===== config.mk =====
export PLATFORM = sky130hd
export DESIGN_NAME = spi_paged_port
export DESIGN_NICKNAME = d
export VERILOG_FILES = /design/src/hdl/spi_port_pkg.sv /design/src/hdl/spi_burst_buffer.sv /design/src/hdl/spi_paged_port.sv
export SDC_FILE = /design/constraint.sdc
export NUM_CORES = 1
export LEC_CHECK = 0
export ABC_AREA = 1
export BUFFER_PORTS_ARGS = -buffer_cell sky130_fd_sc_hd__buf_2
export CELL_PAD_IN_SITES_DETAIL_PLACEMENT = 0
export CELL_PAD_IN_SITES_GLOBAL_PLACEMENT = 1
export CORE_ASPECT_RATIO = 0.5
export CORE_MARGIN = 1.5
export CORE_UTILIZATION = 41
export DETAILED_ROUTE_END_ITERATION = 8
export PLACE_DENSITY_LB_ADDON = 0.1
export SLEW_MARGIN = 20
export SYNTH_ARGS = -nofsm -noshare
export SYNTH_HDL_FRONTEND = slang
export SYNTH_SLANG_ARGS = --single-unit

===== constraint.sdc =====
create_clock -name clk -period 5.9 [get_ports clk]
set_clock_uncertainty 0.05 [all_clocks]
set_input_delay 0.59 -clock clk [delete_from_list [all_inputs] [get_ports clk]]
set_output_delay 0.59 -clock clk [all_outputs]
set_load 0.02 [all_outputs]

===== src/hdl/spi_port_pkg.sv =====
// Purpose: shared constants and types for the paged burst spi slave port
// Assumes: one system clock that oversamples the serial clock by at least 8x
// Notes: the page register is four bytes wide; only its low half forms addresses
`default_nettype none

package spi_port_pkg;

   // widths of the serial port
   localparam int BYTE_W = 8;
   localparam int ADDR_W = 16;
   localparam int OFF_W = 15;
   localparam int PAGE_W = 32;

   // direction flag sits in the top bit of the first command byte
   localparam int RW_BIT = 7;

   // page register windows: four bytes in each offset mode
   localparam logic [6:0] PAGE_WIN_SHORT = 7'h7C;
   localparam logic [14:0] PAGE_WIN_LONG = 15'h7FFC;

   // page register after reset: bit 15 set, as register accesses need it
   localparam logic [31:0] PAGE_RESET = 32'h0000_8000;

   // bit counter value of the last bit in a byte
   localparam logic [2:0] LAST_BIT = 3'h7;

   // one-hot port states
   typedef enum logic [4:0] {
      ST_IDLE = 5'h01,
      ST_CMD = 5'h02,
      ST_ADDR = 5'h04,
      ST_WDATA = 5'h08,
      ST_RDATA = 5'h10
   } port_state_t;

   // one write toward the register space
   typedef struct packed {
      logic [ADDR_W-1:0] addr;
      logic [BYTE_W-1:0] data;
   } wr_req_t;

   // whole state of the port core
   typedef struct packed {
      logic sclk_s1;
      logic sclk_s2;
      logic sclk_s3;
      logic cs_n_s1;
      logic cs_n_s2;
      logic sdi_s1;
      logic sdi_s2;
      logic sdio_s1;
      logic sdio_s2;
      port_state_t st;
      logic [2:0] bit_cnt;
      logic [BYTE_W-1:0] rx_sr;
      logic rw;
      logic [OFF_W-1:0] offset;
      logic [PAGE_W-1:0] page;
      logic [BYTE_W-1:0] tx_sr;
      logic [2:0] tx_cnt;
      logic load_pend;
      logic have_data;
      logic [BYTE_W-1:0] rd_byte;
      logic fetch_pend;
      logic rd_req;
      logic [ADDR_W-1:0] rd_addr;
      logic sdio_out;
      logic sdio_oe;
      logic push;
      wr_req_t push_data;
      logic overflow;
   } core_state_t;

endpackage

`default_nettype wire


===== src/hdl/spi_burst_buffer.sv =====
// Purpose: two-entry skid buffer between the serial side and the register side
// Assumes: both sides on the same clock
// Notes: outputs come straight from flops; in_ready drops only when both entries hold words
`default_nettype none

module spi_burst_buffer #(
   parameter int WIDTH = 24
) (
   // clock and reset
   input wire logic clk,
   input wire logic rst,
   // filling side
   input wire logic in_valid,
   input wire logic [WIDTH-1:0] in_data,
   output logic in_ready,
   // draining side
   output logic out_valid,
   output logic [WIDTH-1:0] out_data,
   input wire logic out_ready
);

   // head feeds the output, spare catches a word while the head is stalled
   typedef struct packed {
      logic head_v;
      logic [WIDTH-1:0] head;
      logic spare_v;
      logic [WIDTH-1:0] spare;
   } buf_state_t;

   buf_state_t q; // registered state
   buf_state_t next_q; // next state

   // pop, refill head from spare, then accept the new word
   always_comb begin
      next_q = q;
      if (out_ready && q.head_v) begin
         next_q.head_v = 1'b0;
      end
      if (!next_q.head_v && q.spare_v) begin
         // spare moves up first so word order is kept
         next_q.head = q.spare;
         next_q.head_v = 1'b1;
         next_q.spare_v = 1'b0;
      end
      if (in_valid && !q.spare_v) begin
         if (!next_q.head_v) begin
            next_q.head = in_data;
            next_q.head_v = 1'b1;
         end else begin
            next_q.spare = in_data;
            next_q.spare_v = 1'b1;
         end
      end
   end

   // state register
   always_ff @(posedge clk or posedge rst) begin
      if (rst) begin
         q <= '0;
      end else begin
         q <= next_q;
      end
   end

   // ready is taken from the flop, so it is honest one cycle ahead
   assign in_ready = !q.spare_v;
   assign out_valid = q.head_v;
   assign out_data = q.head;

endmodule

`default_nettype wire


===== src/hdl/spi_paged_port.sv =====
// Purpose: spi slave port giving byte bursts into a paged 16-bit register space
// Assumes: clk at 10 MHz, serial clock at most clk/8; rd_ack within 2 clk of rd_req
// Notes: all pins pass two flops; page register lives here and is not forwarded
//
// How it works
// - pointer steps by one per data byte
// - command top bit: zero write, one read
// - short mode: page at offset 7C, four bytes
// - long mode: page at offset 7FFC, four bytes
// - half delay moves read bits half period
// - chip select high releases the data pin
// - short address: nine page bits, seven offset
// - long address: one page bit, fifteen offset
// - four-wire input pin, three-wire shared pin
`default_nettype none

module spi_paged_port (
   // clock and reset
   input wire logic clk,
   input wire logic rst,
   // serial pins
   input wire logic sclk,
   input wire logic cs_n,
   input wire logic serial_data_input_pin,
   input wire logic sdio_in,
   output logic sdio_out,
   output logic sdio_oe,
   // configuration
   input wire logic offset_width_setting,
   input wire logic spi_wire_mode_setting,
   input wire logic clock_edge_select,
   input wire logic read_half_delay,
   // write stream to the register space
   output logic wr_valid,
   output spi_port_pkg::wr_req_t wr_data,
   input wire logic wr_ready,
   // read fetch from the register space
   output logic rd_req,
   output logic [spi_port_pkg::ADDR_W-1:0] rd_addr,
   input wire logic rd_ack,
   input wire logic [spi_port_pkg::BYTE_W-1:0] rd_data,
   // status
   output logic overflow
);

   spi_port_pkg::core_state_t q; // registered state
   spi_port_pkg::core_state_t next_q; // next state
   logic buf_ready; // buffer can take a word
   logic rise; // serial clock rising edge seen
   logic fall; // serial clock falling edge seen
   logic samp; // edge that captures host bits
   logic launch; // edge that shifts out read bits
   logic din; // selected receive bit
   logic [spi_port_pkg::BYTE_W-1:0] rx_byte; // byte as it completes
   logic byte_done; // last bit of a receive byte
   logic load; // read byte enters the shifter

   // full register address from offset and page
   function automatic logic [15:0] full_addr(input logic [14:0] off, input logic [31:0] pg,
                                             input logic two_byte);
      full_addr = two_byte ? {pg[15], off} : {pg[15:7], off[6:0]};
   endfunction

   // true when the offset falls in the page register window
   function automatic logic in_window(input logic [14:0] off, input logic two_byte);
      in_window = two_byte ? (off[14:2] == spi_port_pkg::PAGE_WIN_LONG[14:2])
                           : (off[6:2] == spi_port_pkg::PAGE_WIN_SHORT[6:2]);
   endfunction

   // edges come from the second and third flop, never the first
   assign rise = q.sclk_s2 && !q.sclk_s3;
   assign fall = !q.sclk_s2 && q.sclk_s3;
   assign samp = clock_edge_select ? fall : rise;
   // with the delay option, bits leave on the opposite edge, half a period later
   assign launch = read_half_delay ? (clock_edge_select ? rise : fall) : samp;
   assign din = spi_wire_mode_setting ? q.sdio_s2 : q.sdi_s2;
   assign rx_byte = {q.rx_sr[6:0], din};
   assign byte_done = !q.cs_n_s2 && samp && (q.bit_cnt == spi_port_pkg::LAST_BIT)
                      && (q.st != spi_port_pkg::ST_RDATA) && (q.st != spi_port_pkg::ST_IDLE);
   assign load = !q.cs_n_s2 && (q.st == spi_port_pkg::ST_RDATA) && q.load_pend && q.have_data;

   // whole port behaviour
   always_comb begin
      logic fetch_go; // start a read fetch
      logic [14:0] fetch_off; // offset to fetch
      logic start_data; // address phase just ended
      logic [1:0] idx; // page byte index
      fetch_go = 1'b0;
      fetch_off = q.offset;
      start_data = 1'b0;
      idx = q.offset[1:0];
      next_q = q;
      // two-flop synchronisers on every pin
      next_q.sclk_s1 = sclk;
      next_q.sclk_s2 = q.sclk_s1;
      next_q.sclk_s3 = q.sclk_s2;
      next_q.cs_n_s1 = cs_n;
      next_q.cs_n_s2 = q.cs_n_s1;
      next_q.sdi_s1 = serial_data_input_pin;
      next_q.sdi_s2 = q.sdi_s1;
      next_q.sdio_s1 = sdio_in;
      next_q.sdio_s2 = q.sdio_s1;
      next_q.rd_req = 1'b0;
      next_q.push = 1'b0;
      // pin is driven only while a read burst runs
      next_q.sdio_oe = !q.cs_n_s2 && (q.st == spi_port_pkg::ST_RDATA);
      // a word the buffer could not take is lost; flag stays until reset
      if (q.push && !buf_ready) begin
         next_q.overflow = 1'b1;
      end
      // read answer from the register space
      if (rd_ack && q.fetch_pend) begin
         next_q.fetch_pend = 1'b0;
         next_q.have_data = 1'b1;
         next_q.rd_byte = rd_data;
      end
      if (q.cs_n_s2) begin
         // deselected: every transfer restarts from a fresh command byte
         next_q.st = spi_port_pkg::ST_IDLE;
         next_q.bit_cnt = 3'h0;
         next_q.tx_cnt = 3'h0;
         next_q.load_pend = 1'b0;
         next_q.have_data = 1'b0;
      end else begin
         case (q.st)
            spi_port_pkg::ST_IDLE: begin
               next_q.st = spi_port_pkg::ST_CMD;
            end
            spi_port_pkg::ST_CMD, spi_port_pkg::ST_ADDR, spi_port_pkg::ST_WDATA: begin
               if (samp) begin
                  next_q.rx_sr = rx_byte;
                  next_q.bit_cnt = 3'(q.bit_cnt + 3'h1);
               end
               if (byte_done) begin
                  if (q.st == spi_port_pkg::ST_CMD) begin
                     next_q.rw = rx_byte[spi_port_pkg::RW_BIT];
                     if (offset_width_setting) begin
                        next_q.offset = {rx_byte[6:0], 8'h00};
                        next_q.st = spi_port_pkg::ST_ADDR;
                     end else begin
                        next_q.offset = {8'h00, rx_byte[6:0]};
                        start_data = 1'b1;
                     end
                  end else if (q.st == spi_port_pkg::ST_ADDR) begin
                     next_q.offset = {q.offset[14:8], rx_byte};
                     start_data = 1'b1;
                  end else begin
                     if (in_window(q.offset, offset_width_setting)) begin
                        next_q.page[{idx, 3'h0} +: 8] = rx_byte;
                     end else begin
                        next_q.push = 1'b1;
                        next_q.push_data.addr = full_addr(q.offset, q.page,
                                                          offset_width_setting);
                        next_q.push_data.data = rx_byte;
                     end
                     next_q.offset = 15'(q.offset + 15'h0001);
                  end
               end
               if (start_data) begin
                  if (next_q.rw) begin
                     next_q.st = spi_port_pkg::ST_RDATA;
                     fetch_go = 1'b1;
                     fetch_off = next_q.offset;
                     // without delay the first launch edge is the one just seen
                     next_q.load_pend = !read_half_delay;
                  end else begin
                     next_q.st = spi_port_pkg::ST_WDATA;
                  end
               end
            end
            spi_port_pkg::ST_RDATA: begin
               if (launch) begin
                  if (q.tx_cnt == 3'h0) begin
                     next_q.load_pend = 1'b1;
                  end else begin
                     next_q.tx_sr = {q.tx_sr[6:0], 1'b0};
                     next_q.sdio_out = q.tx_sr[6];
                     next_q.tx_cnt = 3'(q.tx_cnt + 3'h1);
                  end
               end
               if (load) begin
                  // byte leaves msb first; pointer moves on and prefetches
                  next_q.tx_sr = q.rd_byte;
                  next_q.sdio_out = q.rd_byte[7];
                  next_q.tx_cnt = 3'h1;
                  next_q.load_pend = 1'b0;
                  next_q.have_data = 1'b0;
                  next_q.offset = 15'(q.offset + 15'h0001);
                  fetch_go = 1'b1;
                  fetch_off = 15'(q.offset + 15'h0001);
               end
            end
            default: begin
               next_q.st = spi_port_pkg::ST_IDLE;
            end
         endcase
      end
      // page bytes answer locally, everything else goes out as a fetch
      if (fetch_go) begin
         idx = fetch_off[1:0];
         if (in_window(fetch_off, offset_width_setting)) begin
            next_q.have_data = 1'b1;
            next_q.rd_byte = q.page[{idx, 3'h0} +: 8];
         end else begin
            next_q.have_data = 1'b0;
            next_q.fetch_pend = 1'b1;
            next_q.rd_req = 1'b1;
            next_q.rd_addr = full_addr(fetch_off, next_q.page, offset_width_setting);
         end
      end
   end

   // state register
   always_ff @(posedge clk or posedge rst) begin
      if (rst) begin
         q <= '0;
         q.cs_n_s1 <= 1'b1;
         q.cs_n_s2 <= 1'b1;
         q.st <= spi_port_pkg::ST_IDLE;
         q.page <= spi_port_pkg::PAGE_RESET;
      end else begin
         q <= next_q;
      end
   end

   // two entries absorb a short stall on the register side
   spi_burst_buffer #(
      .WIDTH($bits(spi_port_pkg::wr_req_t))
   ) u_buf (
      .clk(clk),
      .rst(rst),
      .in_valid(q.push),
      .in_data(q.push_data),
      .in_ready(buf_ready),
      .out_valid(wr_valid),
      .out_data(wr_data),
      .out_ready(wr_ready)
   );

   // outputs straight from state flops
   assign sdio_out = q.sdio_out;
   assign sdio_oe = q.sdio_oe;
   assign rd_req = q.rd_req;
   assign rd_addr = q.rd_addr;
   assign overflow = q.overflow;
endmodule

`default_nettype wire


# After elaboration in Yosys (flattened, before gate mapping)
# Index checks and enable logic that the tools add are counted.
[totals]
regBits = 190
output_inout_bits = 45
latch_bits = 0
n_memories = 0
mem_bits_rw = 0
rom_bits = 0
word_cells = 189
[classes]
addsub = 4
n_div = 0
magnitude_cmp = 0
shift = 3
muxes = 76
n_bitwise = 5
n_eq_ne = 26
multipliers = 0
reduce_logical = 41
[ops]
columns = ["operator", "count"]
rows = [
  ["$mux 25", 7],
  ["$mux 48", 3],
  ["$mux 15", 9],
  ["$mux 32", 3],
  ["$pmux 15 s2", 2],
  ["$mux 50", 1],
  ["$mux 24", 2],
  ["$mux 11", 3],
  ["$bwmux 32", 1],
  ["$shift 8x7->32 const A", 1],
  ["$shiftx 32x6->8", 1],
  ["$shiftx 8x7->32", 1],
  ["$mux 5", 6],
  ["$mux 27", 1],
  ["$eq 13x13->1 const B", 2],
  ["$mux 1", 26],
  ["$mux 26", 1],
  ["$mux 12", 2],
  ["$ne 3x3->1 const B", 7],
  ["$mux 18", 1],
  ["$mux 16", 1],
  ["$mux 8", 2],
  ["$ne 4x4->1 const B", 4],
  ["$add 15x1->15 const B", 1],
  ["28 further kinds", 67],
]

# Logic depth before layout (Yosys ltp)
# Gate-level depths: netlist (run 1).
[logic_depth]
ltp_word = 18
mapped_depth = 25
depth_no_buf = 23

# Hierarchy
# Synthesis (run 1) repeated with hierarchy kept, for this count alone.
[hier_totals]
cells_unflattened = 1429
hier_area_um2 = 10790.3
[by_module_without_submodules]
columns = ["module", "n_inst", "cells_each", "area_per_inst_um2"]
rows = [
  ["spi_paged_port", 1, 1084, 8182.8],
  ["spi_burst_buffer", 1, 345, 2607.5],
]

# Worst setup path before layout (run 1)
# OpenSTA, ideal clock, no wires.
[synth_path]
path_type = "input-to-reg"
start = "input clock_edge_select"
end = "register q[46] (netlist name)"
n_path_buf = 2
required_ns = 5.730
setup_time_ns = 0.120
cell_stages = 20
path_slack_ns = 3.225
arrival_ns = 2.505
cell_sequence = "inv_1 -> nand3_1 -> nand2_2 -> nand2_1 -> nor2_8 -> nand2_8 -> nor2_8 -> nand3_4 -> buf_2 -> nand2_1 -> nand3_1 -> nand2_1 -> nand2_1 -> nand2_1 -> nand3_1 -> nor2_2 -> buf_4 -> nand3_4 -> nand2_1 -> nand2_1"
[synth_lines]
columns = ["item", "line_no", "text"]
rows = [
  ["from (decl)", "spi_paged_port.sv:31", "input wire logic clock_edge_select,"],
  ["to (signal assigned)", "spi_paged_port.sv:222", "q <= next_q;"],
  ["to (decl)", "spi_paged_port.sv:46", "spi_port_pkg::core_state_t q;"],
]

==> run metrics, run 1 <==
Post-CTS Setup Bufs 0; top-count cell post-synth nand2_1; mean area per synthesized cell a little under 8 µm²; Final Critical Period roughly 4000 ps; Synth async-reset ratio 1.00; status finished clean; DRC 0; total power between 3000 and 4000 µW; Gate Count Post-Synth around 1300; htree depth 4; DRT Wirelength 32.1 mm; number of global-route vias before repair about 8500; antenna violations before repair 0; Final ANT Viol Nets 0; Max Cap Viol 0; Tcrit/Tclk final 0.679; Startpoint Class flip-flop; chip width 228 µm; share of post-route cells with drive strength above 1 0.128; largest net degree at the start of global routing 70; post-detail-place hpwl 23.1 mm; Synth top area share 0.445; Clk Latency, worst-skew pair about 460 ps; Root Buffer clkbuf_16; Slew @ Worst Pin roughly 1100 ps; I/O pin total 65; Peak VDD IR 0.201 mV; Placer Congestion 0.980; Lkg Pwr 0.00537 µW; highest achievable clock rate around 0.25 GHz; GRT Total Usage 0.259; routed len/inst 19.2 µm; vias per cell approximately 5.4; Slew HR 0.298; Hold Buf Count CTS 0; # rows 40; Vias ~9000; syn nets roughly 1400; CP required between 6000 and 7000 ps; CP Max Fanout 17; ANT cells 0; register area share after synthesis 0.455; PwrDens approximately 340 nW/µm²; DR pass1 iterations 8; Hold WC Path Type in2async; unrepaired setup endpoints after global routing false; clk sinks around 190; Worst R2R Path Depth 14; Die ar. between 20000 and 30000 µm²; clk buf depth 2; ranking of synthesized cells by area dfrtp_1 45%, nand2_1 15%, nand3_1 6.2%; leading area contributor after synthesis dfrtp_1; Starting Density 0.424; Final Slew Violations 0; grt ovf 0; PnR worst setup slack roughly 1900 ps; synth unique cells 45; worst r2r src q[129]; commonest cells in the netlist 406 x nand2_1, 184 x dfrtp_1, 128 x nand3_1; CTS tree yes; placeable core area approximately 24000 µm²; final hold vios 0; R2R Path End q[45]; synthesized area 10300 µm²; Setup CP Type reg2reg; EDFF count, synth 0; Reg clk slew, reported paths 70 ps; Place WS 1700 ps; Worst R2R Setup Slack approximately 1900 ps; nets 1357; Ys Warns 0; first-pass GRT wire length between 50 and 60 mm; Layout Area Growth over Synthesis 7.97%; crit path DAT ~4300 ps; CTS buffer count 17; Synth Register Bits 188; setup_tns 0 ps; port bufs 64; Detailed Route Iter0 Violations roughly 1100; Setup crit end kind flip-flop; number of setup violations in the final report 0; post-CTS resize count 0; Post-synth top flop dfrtp_1; Die Ht around 120 µm
## critical path: stages, from the launching register on
cell and delay (ps):
dfrtp_1 450, nor2_4 190, nand3_4 180, nor2_2 160, nand3_1 480, inv_1 570, a22oi_1 190, nand2_1 150
nand2_1 60, nand2_1 110, nand3_1 100, nor2_2 560, nand2_4 250, nand2_4 230, o21ai_1 120
## where the power goes
part | internal [µW] | switching [µW] | leakage, µW | total [µW]
Sequential | 1370 | 162 | 0.00239 | 1530
Clock | 629 | 539 | 0.000274 | 1170
Combinational | 296 | 799 | 0.00271 | 1090
## kinds of logic after synthesis
| logic type | synth area share |
|---|---|
| simple gates | 0.289 |
| buf+inv | 0.102 |
| compound gates | 0.120 |
| flops | 0.455 |
| mux | 0.0152 |
| fa+ha+maj | 0.0109 |
| xor+xnor | 0.00677 |
## area by class of cell
cell class | instances | area, µm²
multi-input cells | 918 | 4590
fillers | 2485 | 13200
inverters | 133 | 512
well taps | 336 | 420
repair buffers | 70 | 365
clock inverters | 11 | 136
flip-flops and latches | 188 | 4710
clock buffers | 20 | 437
## cells in the final DEF (no fill, tap or decap), types with 3 or more instances in the layout
master and n:
a21oi_1 17, a22oi_1 4, a31oi_1 35, buf_2 64, buf_4 6, clkbuf_1 3
clkbuf_16 17, clkinv_1 3, dfrtp_1 184, dfstp_2 4, ha_1 9, inv_1 111
inv_2 16, inv_6 4, mux2_2 14, nand2_1 405, nand2_2 7, nand2_4 4
nand3_1 128, nand3_2 4, nand3_4 3, nand4_1 21, nor2_1 86, nor2_2 4
nor2_4 4, nor3_1 5, nor3_4 3, o211ai_1 4, o21ai_0 94, o21ai_1 10
o21ai_2 3, o22ai_1 9, o31ai_1 18, o41ai_1 8, xor2_1 8
## state kept, by name, summed over array words and instances (netlist names)
signal and count:
q 114, u_buf.q 25, u_buf.out_data 24, rd_addr 16
next_q 5, overflow 1, rd_req 1, sdio_oe 1
u_buf.out_valid 1
## per-stage QoR
step	std cells	hold WS (ps)	util	cell area [µm²]
CTS	1676	136	0.458	11200
global route	1676	155	0.458	11200
detailed placement	1645	295	0.434	10600
finish	1676	108	0.458	11200
global placement	1645	283	0.434	10600
floorplan	1335	281	-	10300
## worst max-delay path by stage
stage / from / end / slack (ps) / cells past startpoint
after floorplan: rst / next_q[131] / 150 / 1
after global placement: q[127] / q[6] / 1800 / 7
after detailed placement: offset_width_setting / q[5] / 1700 / 7
after CTS: q[127] / q[5] / 1660 / 7
after global routing: q[129] / rd_addr[13] / 1530 / 17
final: q[129] / q[45] / 1890 / 14
## per-layer routing
layer  wire length, µm  track usage  vias to the layer above  part of all wire
met2             12900        0.353                      313              0.40
met1             16000        0.390                     4323              0.50
met3              2460       0.0595                       50             0.077
met5                 0            0                        -                 0
li1                  -            -                     4325                 -
met4               810        0.102                        0             0.025
No activity file was read; power rests on OpenSTA's default activity.
==> inputs of run 2 (changes only) <==
Clock period 5.9 ns to 3.55 ns, I/O delays scaled along.
==> run metrics, run 2 (synthesis results as in run 1) <==
commonest non-fill, non-tap cell in the layout nand2_1; Die Ht 115 µm; Starting Density 0.424; Switching Power 2600 µW; Max Cap Viol 0; I/O pin total 65; max FFs per register 114; number of setup violations in the final report 0; Final Critical Period between 3000 and 4000 ps; Layout Area Growth over Synthesis 11.2%; DRT Wirelength around 32 mm; Startpoint Class flip-flop; Top reg by flops q; clock network power share 0.305; Final ANT Viol Nets 0; # fillers 2490; antenna violations before repair 1; Placer Congestion 0.947; htree depth 4; Tcrit/Tclk final 0.916; Flop pwr share 0.385; status finished clean; Detailed Route Iter0 Violations 1007; Placed Cells around 1700; Root Buffer clkbuf_16; port bufs 64; Peak VDD IR approximately 0.47 mV; nets roughly 1400; Slew @ Worst Pin 866 ps; number of global-route vias before repair approximately 8500; Final Slew Violations 0; Setup crit end kind flip-flop; chip width between 200 and 250 µm; Comb pwr share 0.310; grt ovf 0; Lkg Pwr 0.00556 µW; vias per cell approximately 5.3; Die ar. 26200 µm²; PwrDens between 500 and 600 nW/µm²; unrepaired setup endpoints after global routing false; Int Pwr approximately 3900 µW; Sw Ratio 0.399; Reg clk slew, reported paths 80 ps; post-detail-place hpwl roughly 23 mm; ANT cells 0; GRT Total Usage 0.257; Slew HR 0.421; crit path DAT 3590 ps; clk sinks roughly 190; highest achievable clock rate a little over 0.3 GHz; CP Max Fanout 36; Vias ~9100; largest net degree at the start of global routing roughly 100; DR pass1 iterations 7; share of post-route cells with drive strength above 1 0.148; clk buf depth 2; final cell count without fillers between 1500 and 2000; CTS tree yes; Hold WC Path Type in2reg; # rows 40; setup_tns 0 ps; DRC 0; Clk Latency, worst-skew pair 450 ps; CP required slightly below 4000 ps; final hold vios 0; CTS buffer count 17; WHS 50.3 ps; routed len/inst 18.4 µm; most frequent cells in the layout 405 x nand2_1, 184 x dfrtp_1, 128 x nand3_1; placeable core area between 20000 and 25000 µm²; Setup CP Type reg2reg; first-pass GRT wire length roughly 50 mm
-- run 2: what timing repair did --
| action | CTS | global route |
|---|---|---|
| hold endpoints to repair | 22 | 0 |
| buffers inserted | 0 | 3 |
| resized for setup | 0 | 2 |
| hold buffers | 5 | 0 |
| setup endpoints to repair | 0 | 24 |
-- run 2: final timing paths --
| kind | startpoint | to | slack [ps] | cells after the start |
|---|---|---|---|---|
| setup / recovery | q[128] | q[48] | 300 | 14 |
| setup reg to reg | q[128] | q[48] | 300 | 14 |
| hold / removal | rd_ack | q[45] | 50 | 2 |
| hold reg to reg | next_q[138] | next_q[137] | 300 | 0 |
| max in group asynchronous | rst | rd_addr[13] | 2110 | 4 |
| min in group asynchronous | rst | overflow | 420 | 3 |
-- run 2: area by class of cell --
type,count,area (µm²),share of cell area
clock buffers,19,443,0.0385
clock inverters,12,158,0.0137
inverters,133,508,0.0442
multi-input cells,918,4590,0.399
flip-flops and latches,188,4710,0.410
well taps,336,420,0.0366
repair buffers,104,671,0.0583
-- run 2: per-layer routing --
layer,part of all wire,wire (µm),vias to the layer above,global-route usage
li1,-,-,4404,-
met2,0.41,12800,278,0.354
met4,0.016,491,2,0.0702
met5,0.00025,8,-,0
met3,0.073,2300,36,0.0537
met1,0.50,15900,4333,0.400
-- run 2: critical path, cell delays in order, from the launching register on --
cell and delay [ps]:
dfrtp_1 440, nor2_4 210, nand3_4 170, inv_4 280
nor2_4 90, inv_2 100, nand2_2 60, inv_2 470
buf_4 250, nand2_1 50, nand2_1 330, nand3_1 200
nand2_1 170, nand4_1 180, nand2_1 100
-- run 2: power by group through the flow --
stage	combinational (µW)	clock [µW]	sequential [µW]
global route	2250	2130	2520
global placement	2000	0	2540
floorplan	1330	0	2430
CTS	1980	2030	2500
detailed placement	1970	0	2540
finish	2020	1990	2510
-- run 2: per-stage QoR --
step / setup slack (ps) / power (µW) / instance area, µm² / util
6_report: 298 / 6510 / 11500 / 0.472
3_5_place_dp: 54.7 / 4510 / 10800 / 0.443
3_3_place_gp: -74.2 / 4540 / 10800 / 0.443
2_1_floorplan: 728 / 3770 / 10300 / -
5_1_grt: 40.3 / 6890 / 11500 / 0.472
4_1_cts: 27.5 / 6510 / 11500 / 0.470
==> inputs of run 3 (changes only) <==
Settings changed: CELL_PAD_IN_SITES_DETAIL_PLACEMENT 0 to 1, CELL_PAD_IN_SITES_GLOBAL_PLACEMENT 1 to 2, CORE_UTILIZATION 41 to 33.
==> run metrics, run 3 (synthesis results as in run 1) <==
status finished clean; Hold WC Path Type in2reg; Util after Layout 0.381; PnR worst setup slack about 220 ps; Hold Path Sink q[45]; max FFs per register about 110; Startpoint Class flip-flop; commonest non-fill, non-tap cell in the layout nand2_1; PwrDens around 570 nW/µm²; CTS buffer count 17; DRC 0; htree depth 4; Peak VDD IR roughly 0.38 mV; most frequent CP cell nand2_1; Vias 9160; Buf+Inv Stages, Crit Path 1; final hold vios 0; Clk Latency, worst-skew pair about 460 ps; Detailed Route Iter0 Violations 541; CP required 3840 ps; share of post-route cells with drive strength above 1 0.149; Lkg Pwr 0.00559 µW; Reg clk slew, reported paths about 90 ps; unrepaired setup endpoints after global routing true; Top reg by flops q; routed len/inst 19.8 µm; Worst R2R Path Depth 14; Placer Congestion roughly 0.91; largest net degree at the start of global routing 52; GRT Total Usage 0.231; total power around 6700 µW; R2R Path End q[47]; vias per cell slightly above 5; DR pass1 iterations 4; Layout Area Growth over Synthesis 12.6%; chip width roughly 250 µm; Worst R2R Setup Slack 220 ps; Starting Density 0.338; Die ar. roughly 32000 µm²; # rows between 40 and 50; Hold Path Origin rd_ack; # fillers 3743; antenna violations before repair 0; I/O pin total between 60 and 70; worst r2r src q[128]; Setup CP Type reg2reg; post-CTS resize count 0; number of global-route vias before repair 9535; Tcrit/Tclk final 0.937; critical path cell sequence nor2_4 > nand3_4 > nor2_2 > nand3_1 > inv_1 > a21oi_1 > o21ai_0 > nand3_2 > nand2_2 > nand2_1 > nand3_1 > nand2_1 > nand4_1 > nand2_1; number of setup violations in the final report 0; Die Ht about 130 µm; crit-path leading delay family simple AND/OR/NAND/NOR gates; Final Critical Period around 3300 ps; CTS tree yes; CP max stage cell dfrtp_1; port bufs 64; clk buf depth 2; Place WS between 200 and 300 ps; Setup crit end kind flip-flop; Max Cap Viol 0; slowest stage delay, CP between 400 and 500 ps; Final ANT Viol Nets 0; CP Max Fanout 17; Root Buffer clkbuf_16; highest achievable clock rate 0.300 GHz; Final Slew Violations 0; first-pass GRT wire length about 57 mm; most frequent cells in the layout 406 x nand2_1, 184 x dfrtp_1, 128 x nand3_1; Post-CTS Setup Bufs 0; crit path DAT roughly 3600 ps; Slew @ Worst Pin 972 ps; Slew HR 0.348; DRT Wirelength 35.8 mm; post-detail-place hpwl 26.5 mm; nets between 1000 and 1500; clk sinks roughly 190; hold depth 2; placeable core area approximately 31000 µm²; grt ovf 0
run 3: cell count changes in the layout (fill, tap and decap cells not counted):
cell,delta
a21boi_1,+1
a21boi_2,-1
buf_16,+1
buf_4,+4
clkbuf_8,-1
clkinv_2,+1
diode_2,+1
ha_1,+1
ha_2,-1
nand2_1,+1
nand2_2,-1
run 3: power breakdown:
part / internal, µW / total (µW) / switching, µW / leakage, µW
registers: 2270 / 2460 / 186 / 0.00239
clock network: 1060 / 2010 / 954 / 0.000287
logic: 591 / 2200 / 1610 / 0.00291
run 3: metrics by stage:
stage                     instances  instance area, µm²  hold WS, ps  TNS [ps]
after floorplan                1335               10300          281         0
after global placement         1765               11000          283         0
after detailed placement       1765               11000          289         0
after CTS                      1800               11600         16.5         0
after global routing           1802               11600         28.3      -113
final                          1803               11600         37.0         0
run 3: timing repair:
action | CTS | global route
hold endpoints to repair | 4 | 22
hold buffers | 4 | 1
setup endpoints to repair | 0 | 4
run 3: layout make-up:
type	count	area (µm²)	share of cell area
sequential	188	4710	0.404
multi-input combinational	918	4580	0.393
timing repair buffer	109	728	0.0625
tap	423	529	0.0454
inverter	133	508	0.0436
clock buffer	18	429	0.0368
clock inverter	13	163	0.0140
antenna	1	2.50	0.000215
run 3: worst max path at each step:
stage / slack [ps] / from / to / cells after the start
2_1_floorplan: 730 / rst / next_q[131] / 1
3_3_place_gp: 210 / q[128] / q[48] / 14
3_5_place_dp: 260 / q[128] / q[48] / 14
4_1_cts: 230 / q[128] / q[48] / 14
5_1_grt: -30 / q[129] / q[48] / 14
6_report: 220 / q[128] / q[47] / 14
run 3: metal layers:
layer,vias up,GRT usage,part of all wire
li1,4405,-,-
met1,4601,0.351,0.53
met2,133,0.346,0.43
met3,21,0.0378,0.032
met4,0,0.0416,0.0075
met5,-,0,0
